==> config.mk <==
export PLATFORM = sky130hd
export DESIGN_NAME = uhps_top
export DESIGN_NICKNAME = d
export VERILOG_FILES = /design/src/verilog/uhps_top.v /design/src/verilog/uhps_port_gate.v /design/src/verilog/uhps_desc_gen.v
export VERILOG_INCLUDE_DIRS = /design/src /design/src/pkg
export SDC_FILE = /design/constraint.sdc
export NUM_CORES = 1
export LEC_CHECK = 0
export BUFFER_PORTS_ARGS = -buffer_cell sky130_fd_sc_hd__clkbuf_2
export CORE_MARGIN = 10
export CORE_UTILIZATION = 25
export DETAILED_ROUTE_END_ITERATION = 10
export GPL_ROUTABILITY_DRIVEN = 0
export PLACE_DENSITY_LB_ADDON = 0.15
export SLEW_MARGIN = 30
export SYNTH_ARGS = -nofsm -noshare
export SYNTH_HDL_FRONTEND = slang
export SYNTH_SLANG_ARGS = --single-unit
==> constraint.sdc <==
create_clock -name aclk -period 2.05 [get_ports aclk]
set_input_delay 0.205 -clock aclk [delete_from_list [all_inputs] [get_ports aclk]]
set_output_delay 0.205 -clock aclk [all_outputs]
set_load 0.02 [all_outputs]
==> src/pkg/uhps_defines.vh <==
`ifndef UHPS_DEFINES_VH
`define UHPS_DEFINES_VH
// register byte offsets
`define UHPS_OFS_CTRL 8'h00
`define UHPS_OFS_CHAR 8'h04
`define UHPS_OFS_REMOVE 8'h08
`define UHPS_OFS_PWRMASK 8'h0C
`define UHPS_OFS_STATUS 8'h10
// ctrl fields
`define UHPS_CTRL_SRC_BIT 0
`define UHPS_CTRL_CNT_LSB 1
`define UHPS_CTRL_RST 32'h0000_0006
// characteristics register fields
`define UHPS_CHAR_PWRSW_LSB 0
`define UHPS_CHAR_COMPOUND_BIT 2
`define UHPS_CHAR_OC_LSB 3
`define UHPS_CHAR_PGOOD_LSB 8
`define UHPS_CHAR_CURR_LSB 16
`define UHPS_CHAR_RST 32'h0064_3209
// descriptor layout
`define UHPS_DESC_LEN 8'h09
`define UHPS_DESC_TYPE 8'h29
`define UHPS_IDX_LEN 4'h0
`define UHPS_IDX_TYPE 4'h1
`define UHPS_IDX_NBR 4'h2
`define UHPS_IDX_CHAR_LO 4'h3
`define UHPS_IDX_CHAR_HI 4'h4
`define UHPS_IDX_PGOOD 4'h5
`define UHPS_IDX_CURR 4'h6
`define UHPS_IDX_REMOVE 4'h7
`define UHPS_IDX_PWRMASK 4'h8
// power-good unit, microseconds per count
`define UHPS_PGOOD_UNIT_US 2000
// axi responses
`define UHPS_RESP_OKAY 2'h0
`define UHPS_RESP_SLVERR 2'h2
`endif

==> src/verilog/uhps_top.v <==
`include "uhps_defines.vh"
module uhps_top #(
   parameter NPORTS = 4
) (
   input wire aclk,
   input wire aresetn,
   input wire [7:0] s_axi_awaddr,
   input wire s_axi_awvalid,
   output wire s_axi_awready,
   input wire [31:0] s_axi_wdata,
   input wire [3:0] s_axi_wstrb,
   input wire s_axi_wvalid,
   output wire s_axi_wready,
   output reg [1:0] s_axi_bresp,
   output reg s_axi_bvalid,
   input wire s_axi_bready,
   input wire [7:0] s_axi_araddr,
   input wire s_axi_arvalid,
   output wire s_axi_arready,
   output reg [31:0] s_axi_rdata,
   output reg [1:0] s_axi_rresp,
   output reg s_axi_rvalid,
   input wire s_axi_rready,
   input wire hub_power_on_reset,
   input wire port_count_strap_a,
   input wire port_count_strap_b_n,
   input wire [NPORTS-1:0] port_overcurrent_sense_n,
   output wire [NPORTS-1:0] port_power_enable_n,
   input wire [NPORTS-1:0] port_data_plus_i,
   input wire [NPORTS-1:0] port_data_minus_i,
   output wire [NPORTS-1:0] port_data_plus_o,
   output wire [NPORTS-1:0] port_data_minus_o,
   output wire [NPORTS-1:0] port_data_plus_oe,
   output wire [NPORTS-1:0] port_data_minus_oe,
   input wire [NPORTS-1:0] core_power_on,
   input wire [NPORTS-1:0] core_tx_dp,
   input wire [NPORTS-1:0] core_tx_dm,
   input wire [NPORTS-1:0] core_tx_oe,
   output wire [NPORTS-1:0] core_rx_dp,
   output wire [NPORTS-1:0] core_rx_dm,
   output wire [NPORTS-1:0] core_overcurrent,
   input wire [NPORTS-1:0] core_conn_change,
   output wire [NPORTS-1:0] core_conn_change_out,
   input wire desc_rd,
   input wire [3:0] desc_idx,
   output wire [7:0] desc_byte,
   output wire desc_valid,
   input wire req_valid,
   input wire [7:0] req_port,
   output reg req_done,
   output reg req_error,
   output wire [NPORTS-1:0] port_active
);
   // ****************************************
   // helpers
   // ****************************************

   // bitmap of present ports, bit 0 reserved
   function [4:0] count_mask;
      input [2:0] cnt;
      begin
         count_mask = 5'h00;
         if (cnt >= 3'd1) count_mask[1] = 1'b1;
         if (cnt >= 3'd2) count_mask[2] = 1'b1;
         if (cnt >= 3'd3) count_mask[3] = 1'b1;
         if (cnt >= 3'd4) count_mask[4] = 1'b1;
      end
   endfunction

   // ****************************************
   // strap capture
   // ****************************************
   reg por_m_r;
   reg por_s_r;
   reg sa_m_r;
   reg sa_s_r;
   reg sb_m_r;
   reg sb_s_r;
   reg [2:0] strap_cnt_r;

   // synchronise reset and strap pins
   always @(posedge aclk) begin
      if (!aresetn) begin
         por_m_r <= 1'b0;
         por_s_r <= 1'b0;
         sa_m_r <= 1'b0;
         sa_s_r <= 1'b0;
         sb_m_r <= 1'b1;
         sb_s_r <= 1'b1;
      end else begin
         por_m_r <= hub_power_on_reset;
         por_s_r <= por_m_r;
         sa_m_r <= port_count_strap_a;
         sa_s_r <= sa_m_r;
         sb_m_r <= port_count_strap_b_n;
         sb_s_r <= sb_m_r;
      end
   end

   // latch strap count during power-on reset
   always @(posedge aclk) begin
      if (!aresetn) begin
         strap_cnt_r <= 3'd4;
      end else if (por_s_r) begin
         strap_cnt_r <= {1'b0, ~sb_s_r, sa_s_r} + 3'd1;
      end
   end

   // ****************************************
   // registers
   // ****************************************
   reg [31:0] ctrl_r;
   reg [31:0] char_r;
   reg [4:0] remove_r;
   reg [4:0] pwrmask_r;
   reg [2:0] sel_cnt;
   reg [7:0] aw_addr_r;
   reg aw_held_r;
   reg [31:0] w_data_r;
   reg [3:0] w_strb_r;
   reg w_held_r;
   reg [31:0] wmask;
   reg [31:0] rd_nxt;
   reg rd_err;
   wire [4:0] sel_mask;
   wire do_write;

   // selected count, register or strap
   always @* begin
      if (ctrl_r[`UHPS_CTRL_SRC_BIT]) begin
         sel_cnt = {1'b0, ctrl_r[`UHPS_CTRL_CNT_LSB +: 2]} + 3'd1;
      end else begin
         sel_cnt = strap_cnt_r;
      end
   end

   assign sel_mask = count_mask(sel_cnt);
   assign port_active = sel_mask[NPORTS:1];

   // write channel acceptance
   assign s_axi_awready = ~aw_held_r & ~s_axi_bvalid;
   assign s_axi_wready = ~w_held_r & ~s_axi_bvalid;
   assign do_write = aw_held_r & w_held_r & ~s_axi_bvalid;

   // byte strobe expansion
   always @* begin
      wmask = {{8{w_strb_r[3]}}, {8{w_strb_r[2]}}, {8{w_strb_r[1]}}, {8{w_strb_r[0]}}};
   end

   // address and data holding
   always @(posedge aclk) begin
      if (!aresetn) begin
         aw_held_r <= 1'b0;
         w_held_r <= 1'b0;
         aw_addr_r <= 8'h00;
         w_data_r <= 32'h0000_0000;
         w_strb_r <= 4'h0;
      end else begin
         if (s_axi_awvalid && s_axi_awready) begin
            aw_held_r <= 1'b1;
            aw_addr_r <= s_axi_awaddr;
         end else if (do_write) begin
            aw_held_r <= 1'b0;
         end
         if (s_axi_wvalid && s_axi_wready) begin
            w_held_r <= 1'b1;
            w_data_r <= s_axi_wdata;
            w_strb_r <= s_axi_wstrb;
         end else if (do_write) begin
            w_held_r <= 1'b0;
         end
      end
   end

   // register writes and write response
   always @(posedge aclk) begin
      if (!aresetn) begin
         ctrl_r <= `UHPS_CTRL_RST;
         char_r <= `UHPS_CHAR_RST;
         remove_r <= 5'h00;
         pwrmask_r <= 5'h00;
         s_axi_bvalid <= 1'b0;
         s_axi_bresp <= `UHPS_RESP_OKAY;
      end else begin
         if (s_axi_bvalid && s_axi_bready) begin
            s_axi_bvalid <= 1'b0;
         end
         if (do_write) begin
            s_axi_bvalid <= 1'b1;
            s_axi_bresp <= `UHPS_RESP_OKAY;
            if (aw_addr_r[7:2] == `UHPS_OFS_CTRL >> 2) begin
               ctrl_r <= ((ctrl_r & ~wmask) | (w_data_r & wmask)) & 32'h0000_0007;
            end else if (aw_addr_r[7:2] == `UHPS_OFS_CHAR >> 2) begin
               char_r <= ((char_r & ~wmask) | (w_data_r & wmask)) & 32'h00FF_FF1F;
            end else if (aw_addr_r[7:2] == `UHPS_OFS_REMOVE >> 2) begin
               if (w_strb_r[0]) remove_r <= {w_data_r[4:1], 1'b0};
            end else if (aw_addr_r[7:2] == `UHPS_OFS_PWRMASK >> 2) begin
               if (w_strb_r[0]) pwrmask_r <= {w_data_r[4:1], 1'b0};
            end else if (aw_addr_r[7:2] == `UHPS_OFS_STATUS >> 2) begin
               s_axi_bresp <= `UHPS_RESP_OKAY;
            end else begin
               s_axi_bresp <= `UHPS_RESP_SLVERR;
            end
         end
      end
   end

   // read decode
   always @* begin
      rd_nxt = 32'h0000_0000;
      rd_err = 1'b0;
      if (s_axi_araddr[7:2] == `UHPS_OFS_CTRL >> 2) begin
         rd_nxt = ctrl_r;
      end else if (s_axi_araddr[7:2] == `UHPS_OFS_CHAR >> 2) begin
         rd_nxt = char_r;
      end else if (s_axi_araddr[7:2] == `UHPS_OFS_REMOVE >> 2) begin
         rd_nxt = {27'h0, remove_r};
      end else if (s_axi_araddr[7:2] == `UHPS_OFS_PWRMASK >> 2) begin
         rd_nxt = {27'h0, pwrmask_r};
      end else if (s_axi_araddr[7:2] == `UHPS_OFS_STATUS >> 2) begin
         rd_nxt = {18'h0, strap_cnt_r, 3'h0, sel_mask, sel_cnt};
      end else begin
         rd_err = 1'b1;
      end
   end

   assign s_axi_arready = ~s_axi_rvalid;

   // read response
   always @(posedge aclk) begin
      if (!aresetn) begin
         s_axi_rvalid <= 1'b0;
         s_axi_rdata <= 32'h0000_0000;
         s_axi_rresp <= `UHPS_RESP_OKAY;
      end else if (s_axi_arvalid && s_axi_arready) begin
         s_axi_rvalid <= 1'b1;
         s_axi_rdata <= rd_nxt;
         s_axi_rresp <= rd_err ? `UHPS_RESP_SLVERR : `UHPS_RESP_OKAY;
      end else if (s_axi_rready) begin
         s_axi_rvalid <= 1'b0;
      end
   end

   // ****************************************
   // port request check
   // ****************************************

   // port zero or beyond count is nonexistent
   always @(posedge aclk) begin
      if (!aresetn) begin
         req_done <= 1'b0;
         req_error <= 1'b0;
      end else begin
         req_done <= req_valid;
         if (req_valid) begin
            req_error <= (req_port == 8'h00) || (req_port > {5'h00, sel_cnt});
         end
      end
   end

   // ****************************************
   // descriptor and port gates
   // ****************************************
   uhps_desc_gen u_desc (
      .aclk(aclk),
      .aresetn(aresetn),
      .port_count(sel_cnt),
      .port_mask(sel_mask),
      .char_cfg(char_r),
      .removable_cfg(remove_r),
      .pwrmask_cfg(pwrmask_r),
      .desc_rd(desc_rd),
      .desc_idx(desc_idx),
      .desc_byte(desc_byte),
      .desc_valid(desc_valid)
   );

   // one gate per downstream port; minus enable shares plus enable
   assign port_data_minus_oe = port_data_plus_oe;
   genvar gi;
   generate
      for (gi = 0; gi < NPORTS; gi = gi + 1) begin : g_port
         uhps_port_gate u_gate (
            .aclk(aclk),
            .aresetn(aresetn),
            .port_sel(sel_mask[gi+1]),
            .port_overcurrent_sense_n(port_overcurrent_sense_n[gi]),
            .oc_event(core_overcurrent[gi]),
            .power_on(core_power_on[gi]),
            .port_power_enable_n(port_power_enable_n[gi]),
            .tx_dp(core_tx_dp[gi]),
            .tx_dm(core_tx_dm[gi]),
            .tx_oe(core_tx_oe[gi]),
            .port_data_plus_i(port_data_plus_i[gi]),
            .port_data_minus_i(port_data_minus_i[gi]),
            .port_data_plus_o(port_data_plus_o[gi]),
            .port_data_minus_o(port_data_minus_o[gi]),
            .port_data_oe(port_data_plus_oe[gi]),
            .rx_dp(core_rx_dp[gi]),
            .rx_dm(core_rx_dm[gi]),
            .conn_change(core_conn_change[gi]),
            .non_removable(remove_r[gi+1]),
            .conn_change_out(core_conn_change_out[gi])
         );
      end
   endgenerate
endmodule

==> src/verilog/uhps_port_gate.v <==
`include "uhps_defines.vh"
// ****************************************
// one downstream port pin gate
// ****************************************
module uhps_port_gate (
   input wire aclk,
   input wire aresetn,
   input wire port_sel,
   input wire port_overcurrent_sense_n,
   output wire oc_event,
   input wire power_on,
   output reg port_power_enable_n,
   input wire tx_dp,
   input wire tx_dm,
   input wire tx_oe,
   input wire port_data_plus_i,
   input wire port_data_minus_i,
   output reg port_data_plus_o,
   output reg port_data_minus_o,
   output reg port_data_oe,
   output wire rx_dp,
   output wire rx_dm,
   input wire conn_change,
   input wire non_removable,
   output wire conn_change_out
);
   reg oc_m_r;
   reg oc_s_r;
   reg dp_m_r;
   reg dp_s_r;
   reg dm_m_r;
   reg dm_s_r;

   // pin synchronisers
   always @(posedge aclk) begin
      if (!aresetn) begin
         oc_m_r <= 1'b1;
         oc_s_r <= 1'b1;
         dp_m_r <= 1'b0;
         dp_s_r <= 1'b0;
         dm_m_r <= 1'b0;
         dm_s_r <= 1'b0;
      end else begin
         oc_m_r <= port_overcurrent_sense_n;
         oc_s_r <= oc_m_r;
         dp_m_r <= port_data_plus_i;
         dp_s_r <= dp_m_r;
         dm_m_r <= port_data_minus_i;
         dm_s_r <= dm_m_r;
      end
   end

   // sense and receive ignored on an unselected port
   assign oc_event = port_sel & ~oc_s_r;
   assign rx_dp = port_sel & dp_s_r;
   assign rx_dm = port_sel & dm_s_r;
   assign conn_change_out = port_sel & conn_change & ~non_removable;

   // registered pin drivers
   always @(posedge aclk) begin
      if (!aresetn) begin
         port_power_enable_n <= 1'b0;
         port_data_plus_o <= 1'b0;
         port_data_minus_o <= 1'b0;
         port_data_oe <= 1'b0;
      end else begin
         port_power_enable_n <= port_sel ? ~power_on : 1'b0;
         port_data_plus_o <= port_sel & tx_dp;
         port_data_minus_o <= port_sel & tx_dm;
         port_data_oe <= port_sel & tx_oe;
      end
   end
endmodule

==> src/verilog/uhps_desc_gen.v <==
`include "uhps_defines.vh"
// ****************************************
// hub class descriptor byte source
// ****************************************
module uhps_desc_gen (
   input wire aclk,
   input wire aresetn,
   input wire [2:0] port_count,
   input wire [4:0] port_mask,
   input wire [31:0] char_cfg,
   input wire [4:0] removable_cfg,
   input wire [4:0] pwrmask_cfg,
   input wire desc_rd,
   input wire [3:0] desc_idx,
   output reg [7:0] desc_byte,
   output reg desc_valid
);
   reg [7:0] byte_nxt;
   wire [15:0] hub_char;

   // reserved characteristic bits read zero
   assign hub_char = {11'h000, char_cfg[4:0]};

   // byte select
   always @* begin
      byte_nxt = 8'h00;
      case (desc_idx)
         `UHPS_IDX_LEN: byte_nxt = `UHPS_DESC_LEN;
         `UHPS_IDX_TYPE: byte_nxt = `UHPS_DESC_TYPE;
         `UHPS_IDX_NBR: byte_nxt = {5'h00, port_count};
         `UHPS_IDX_CHAR_LO: byte_nxt = hub_char[7:0];
         `UHPS_IDX_CHAR_HI: byte_nxt = hub_char[15:8];
         `UHPS_IDX_PGOOD: byte_nxt = char_cfg[`UHPS_CHAR_PGOOD_LSB +: 8];
         `UHPS_IDX_CURR: byte_nxt = char_cfg[`UHPS_CHAR_CURR_LSB +: 8];
         `UHPS_IDX_REMOVE: byte_nxt = {3'h0, removable_cfg & port_mask};
         `UHPS_IDX_PWRMASK: byte_nxt = {3'h0, pwrmask_cfg & port_mask};
         default: byte_nxt = 8'h00;
      endcase
   end

   // one cycle answer
   always @(posedge aclk) begin
      if (!aresetn) begin
         desc_byte <= 8'h00;
         desc_valid <= 1'b0;
      end else begin
         desc_valid <= desc_rd;
         if (desc_rd) begin
            desc_byte <= byte_nxt;
         end
      end
   end
endmodule

==> summary.txt <==
Max Fanout on Critical Path: 3
Nets: 991
EDFF count, synth: 0
Clock H-tree levels: 4
clock sink total: 152
Congestion Overflow GR: 0
outcome: completed
crit share post-route: 96.2%
Area Growth Syn to Fin: 30.4%
Setup crit start kind: flip-flop
Site Rows: 58
PwrDens: 821 mW/mm²
Core Area: 0.0252 mm²
dpl hpwl: 15.1 mm
Starting Density: 25.4%
most common cell in the netlist: dfxtp_1
FILL cells: 2668
max-slew violation count: 0
CTS tree: yes
Unique masters post-synth: 65
Rel. slew slack: 66.7%
Peak Freq: 0.507 GHz
largest area contributor in the netlist: dfxtp_1
CP endpoint kind: primary output
top_reg_cell synth: dfxtp_1
clock-pin slew on the worst setup and hold paths: 0.06 ns
Synth Cell Area: 0.00640 mm²
crit-path cells: ha_4, mux2i_4, a21oi_2, nor2_4, buf_4, nor2_1, buf_4
Initial DRC Count: 221
I/O pin total: 200
top-area cell type share of the netlist area: 47.5%
vias per cell: 4.35
remaining antenna violation count after routing: 0
final hold viol count: 0
setup violators final: 0
first-pass GRT wire length: 31.6 mm
Total Wirelength: 20.2 mm
Hold WC Path Type: input port to flip-flop
Chip Width: 180 µm
largest net degree at the start of global routing: 47
via count: 5320
Synth Instances: 706
share of layout cells above drive strength 1: 29.9%
flops & latches, synth: 152
antenna cells: 0
GR Util All Layers: 12.1%
mean post-synth cell area: 9.07 µm²
crit-path most repeated cell: buf_4
Seq/Total Area, Yosys: 47.5%
final hold slack: 0.0148 ns
commonest cells in the netlist: 152 x dfxtp_1, 91 x nand2_1, 55 x nor2_1, 51 x buf_4, 48 x a21oi_1
CTS Buffer Depth: 2
Worst VDD drop: 0.000373 V
post-DR wirelength/cell: 16.5 µm
Pleak: 0.00378 µW
initial antenna violation count: 0
Inserted Clock Buffers: 17
Tmin final: 1.97 ns
TNS Setup: 0 ns
synth top area cells: dfxtp_1 48%, mux2i_1 6.6%, buf_4 6.0%
worst skew pair latency: 0.42 ns
Root Buffer: clkbuf_16
Critical Path RT: 1.85 ns
YS warnings: 0
Die Ht: 180 µm
crit path DAT: 1.77 ns
vias in the first global route: 5407
largest stage delay on the critical path: 0.35 ns
Slew @ Worst Pin: 0.497 ns
Setup Skew: 0.0123 ns
critical path type: flip-flop to primary output
Residual DRC: 0
# port buffers: 173
Pre-antenna DRT Iters: 4
Synth async-reset ratio: 0%
DIE AREA: 0.0324 mm²
Max-Cap Viols: 0
CP max stage cell: dfxtp_4
routing by layer:
| layer | track usage [%] | vias up | wire length, µm |
|---|---|---|---|
| met5 | 0 | - | 0 |
| met4 | 3.15 | 0 | 136 |
| met3 | 3.13 | 6 | 804 |
| met2 | 20.3 | 98 | 9880 |
| met1 | 15.2 | 2512 | 9400 |
| li1 | - | 2704 | - |
layout by cell type (no fill, tap or decap), drive strengths merged, types with 21 or more instances in the layout:
cell type / n
buf: 39
dlygate4sd3: 28
mux2i: 43
clkbuf: 190
nand2b: 21
nor2: 56
a21oi: 48
nand2: 91
and2: 35
dfxtp: 152
power breakdown:
group | total (µW) | internal, µW | switching (µW)
Clock | 2990 | 1690 | 1300
Sequential | 3120 | 3060 | 59.6
Combinational | 748 | 311 | 438
worst paths after layout:
path	start	to	slack, ns	depth (start not counted)
setup / recovery	flip-flop	core_overcurrent[2]	0.08	7
hold / removal	s_axi_wdata[17]	w_data_r[17]	0.01	3
setup reg to reg	flip-flop	req_error	0.26	9
hold reg to reg	g_port[2].u_gate.oc_m_r	g_port[2].u_gate.oc_s_r	0.41	1
kinds of logic after synthesis:
logic type / after synthesis / synth area share [%]
adders and majority gates: 4 / 0.782
muxes: 45 / 7.13
buffers and inverters: 107 / 9.63
DFF: 152 / 47.5
and+or+nand+nor: 277 / 22.6
AOI/OAI and AO/OA: 120 / 12.3
other: 1 / 0.0586
worst max-delay path: cells and delay by family (launching register included):
family / cells / cell delay, ns
DFF: 1 / 0.35
adders and majority gates: 1 / 0.29
muxes: 1 / 0.07
and+or+nand+nor: 2 / 0.16
buffers and inverters: 2 / 0.29
AOI/OAI and AO/OA: 1 / 0.20
repair_timing:
action                                  CTS  global route
hold buffers                             28             0
setup buffers                             6             7
resized for setup                         9            11
endpoints found under the setup margin   14            14
hold endpoints to repair                 28             0
pin swaps                                 1             2
cloned                                    0             1
metrics by stage:
| step | std cells | setup WS [ns] | area, µm² | util, % | power [µW] |
|---|---|---|---|---|---|
| after floorplan | 715 | 0.414 | 6440 | - | 3660 |
| after global placement | 1148 | 0.251 | 7340 | 29.1 | 3880 |
| after detailed placement | 1148 | 0.238 | 7340 | 29.1 | 3880 |
| after CTS | 1214 | 0.00143 | 8250 | 32.8 | 6970 |
| after global routing | 1222 | -0.000139 | 8350 | 33.1 | 7190 |
| final | 1222 | 0.0782 | 8350 | 33.1 | 6860 |
area by class of cell:
cell class / count / area (µm²) / area share (%)
multi-input combinational: 456 / 2820 / 33.8
tap: 330 / 413 / 4.95
sequential: 152 / 3050 / 36.6
inverter: 14 / 52.6 / 0.630
clock buffer: 20 / 437 / 5.23
timing repair buffer: 238 / 1450 / 17.4
clock inverter: 12 / 118 / 1.41
No activity file was read; power rests on OpenSTA's default activity.
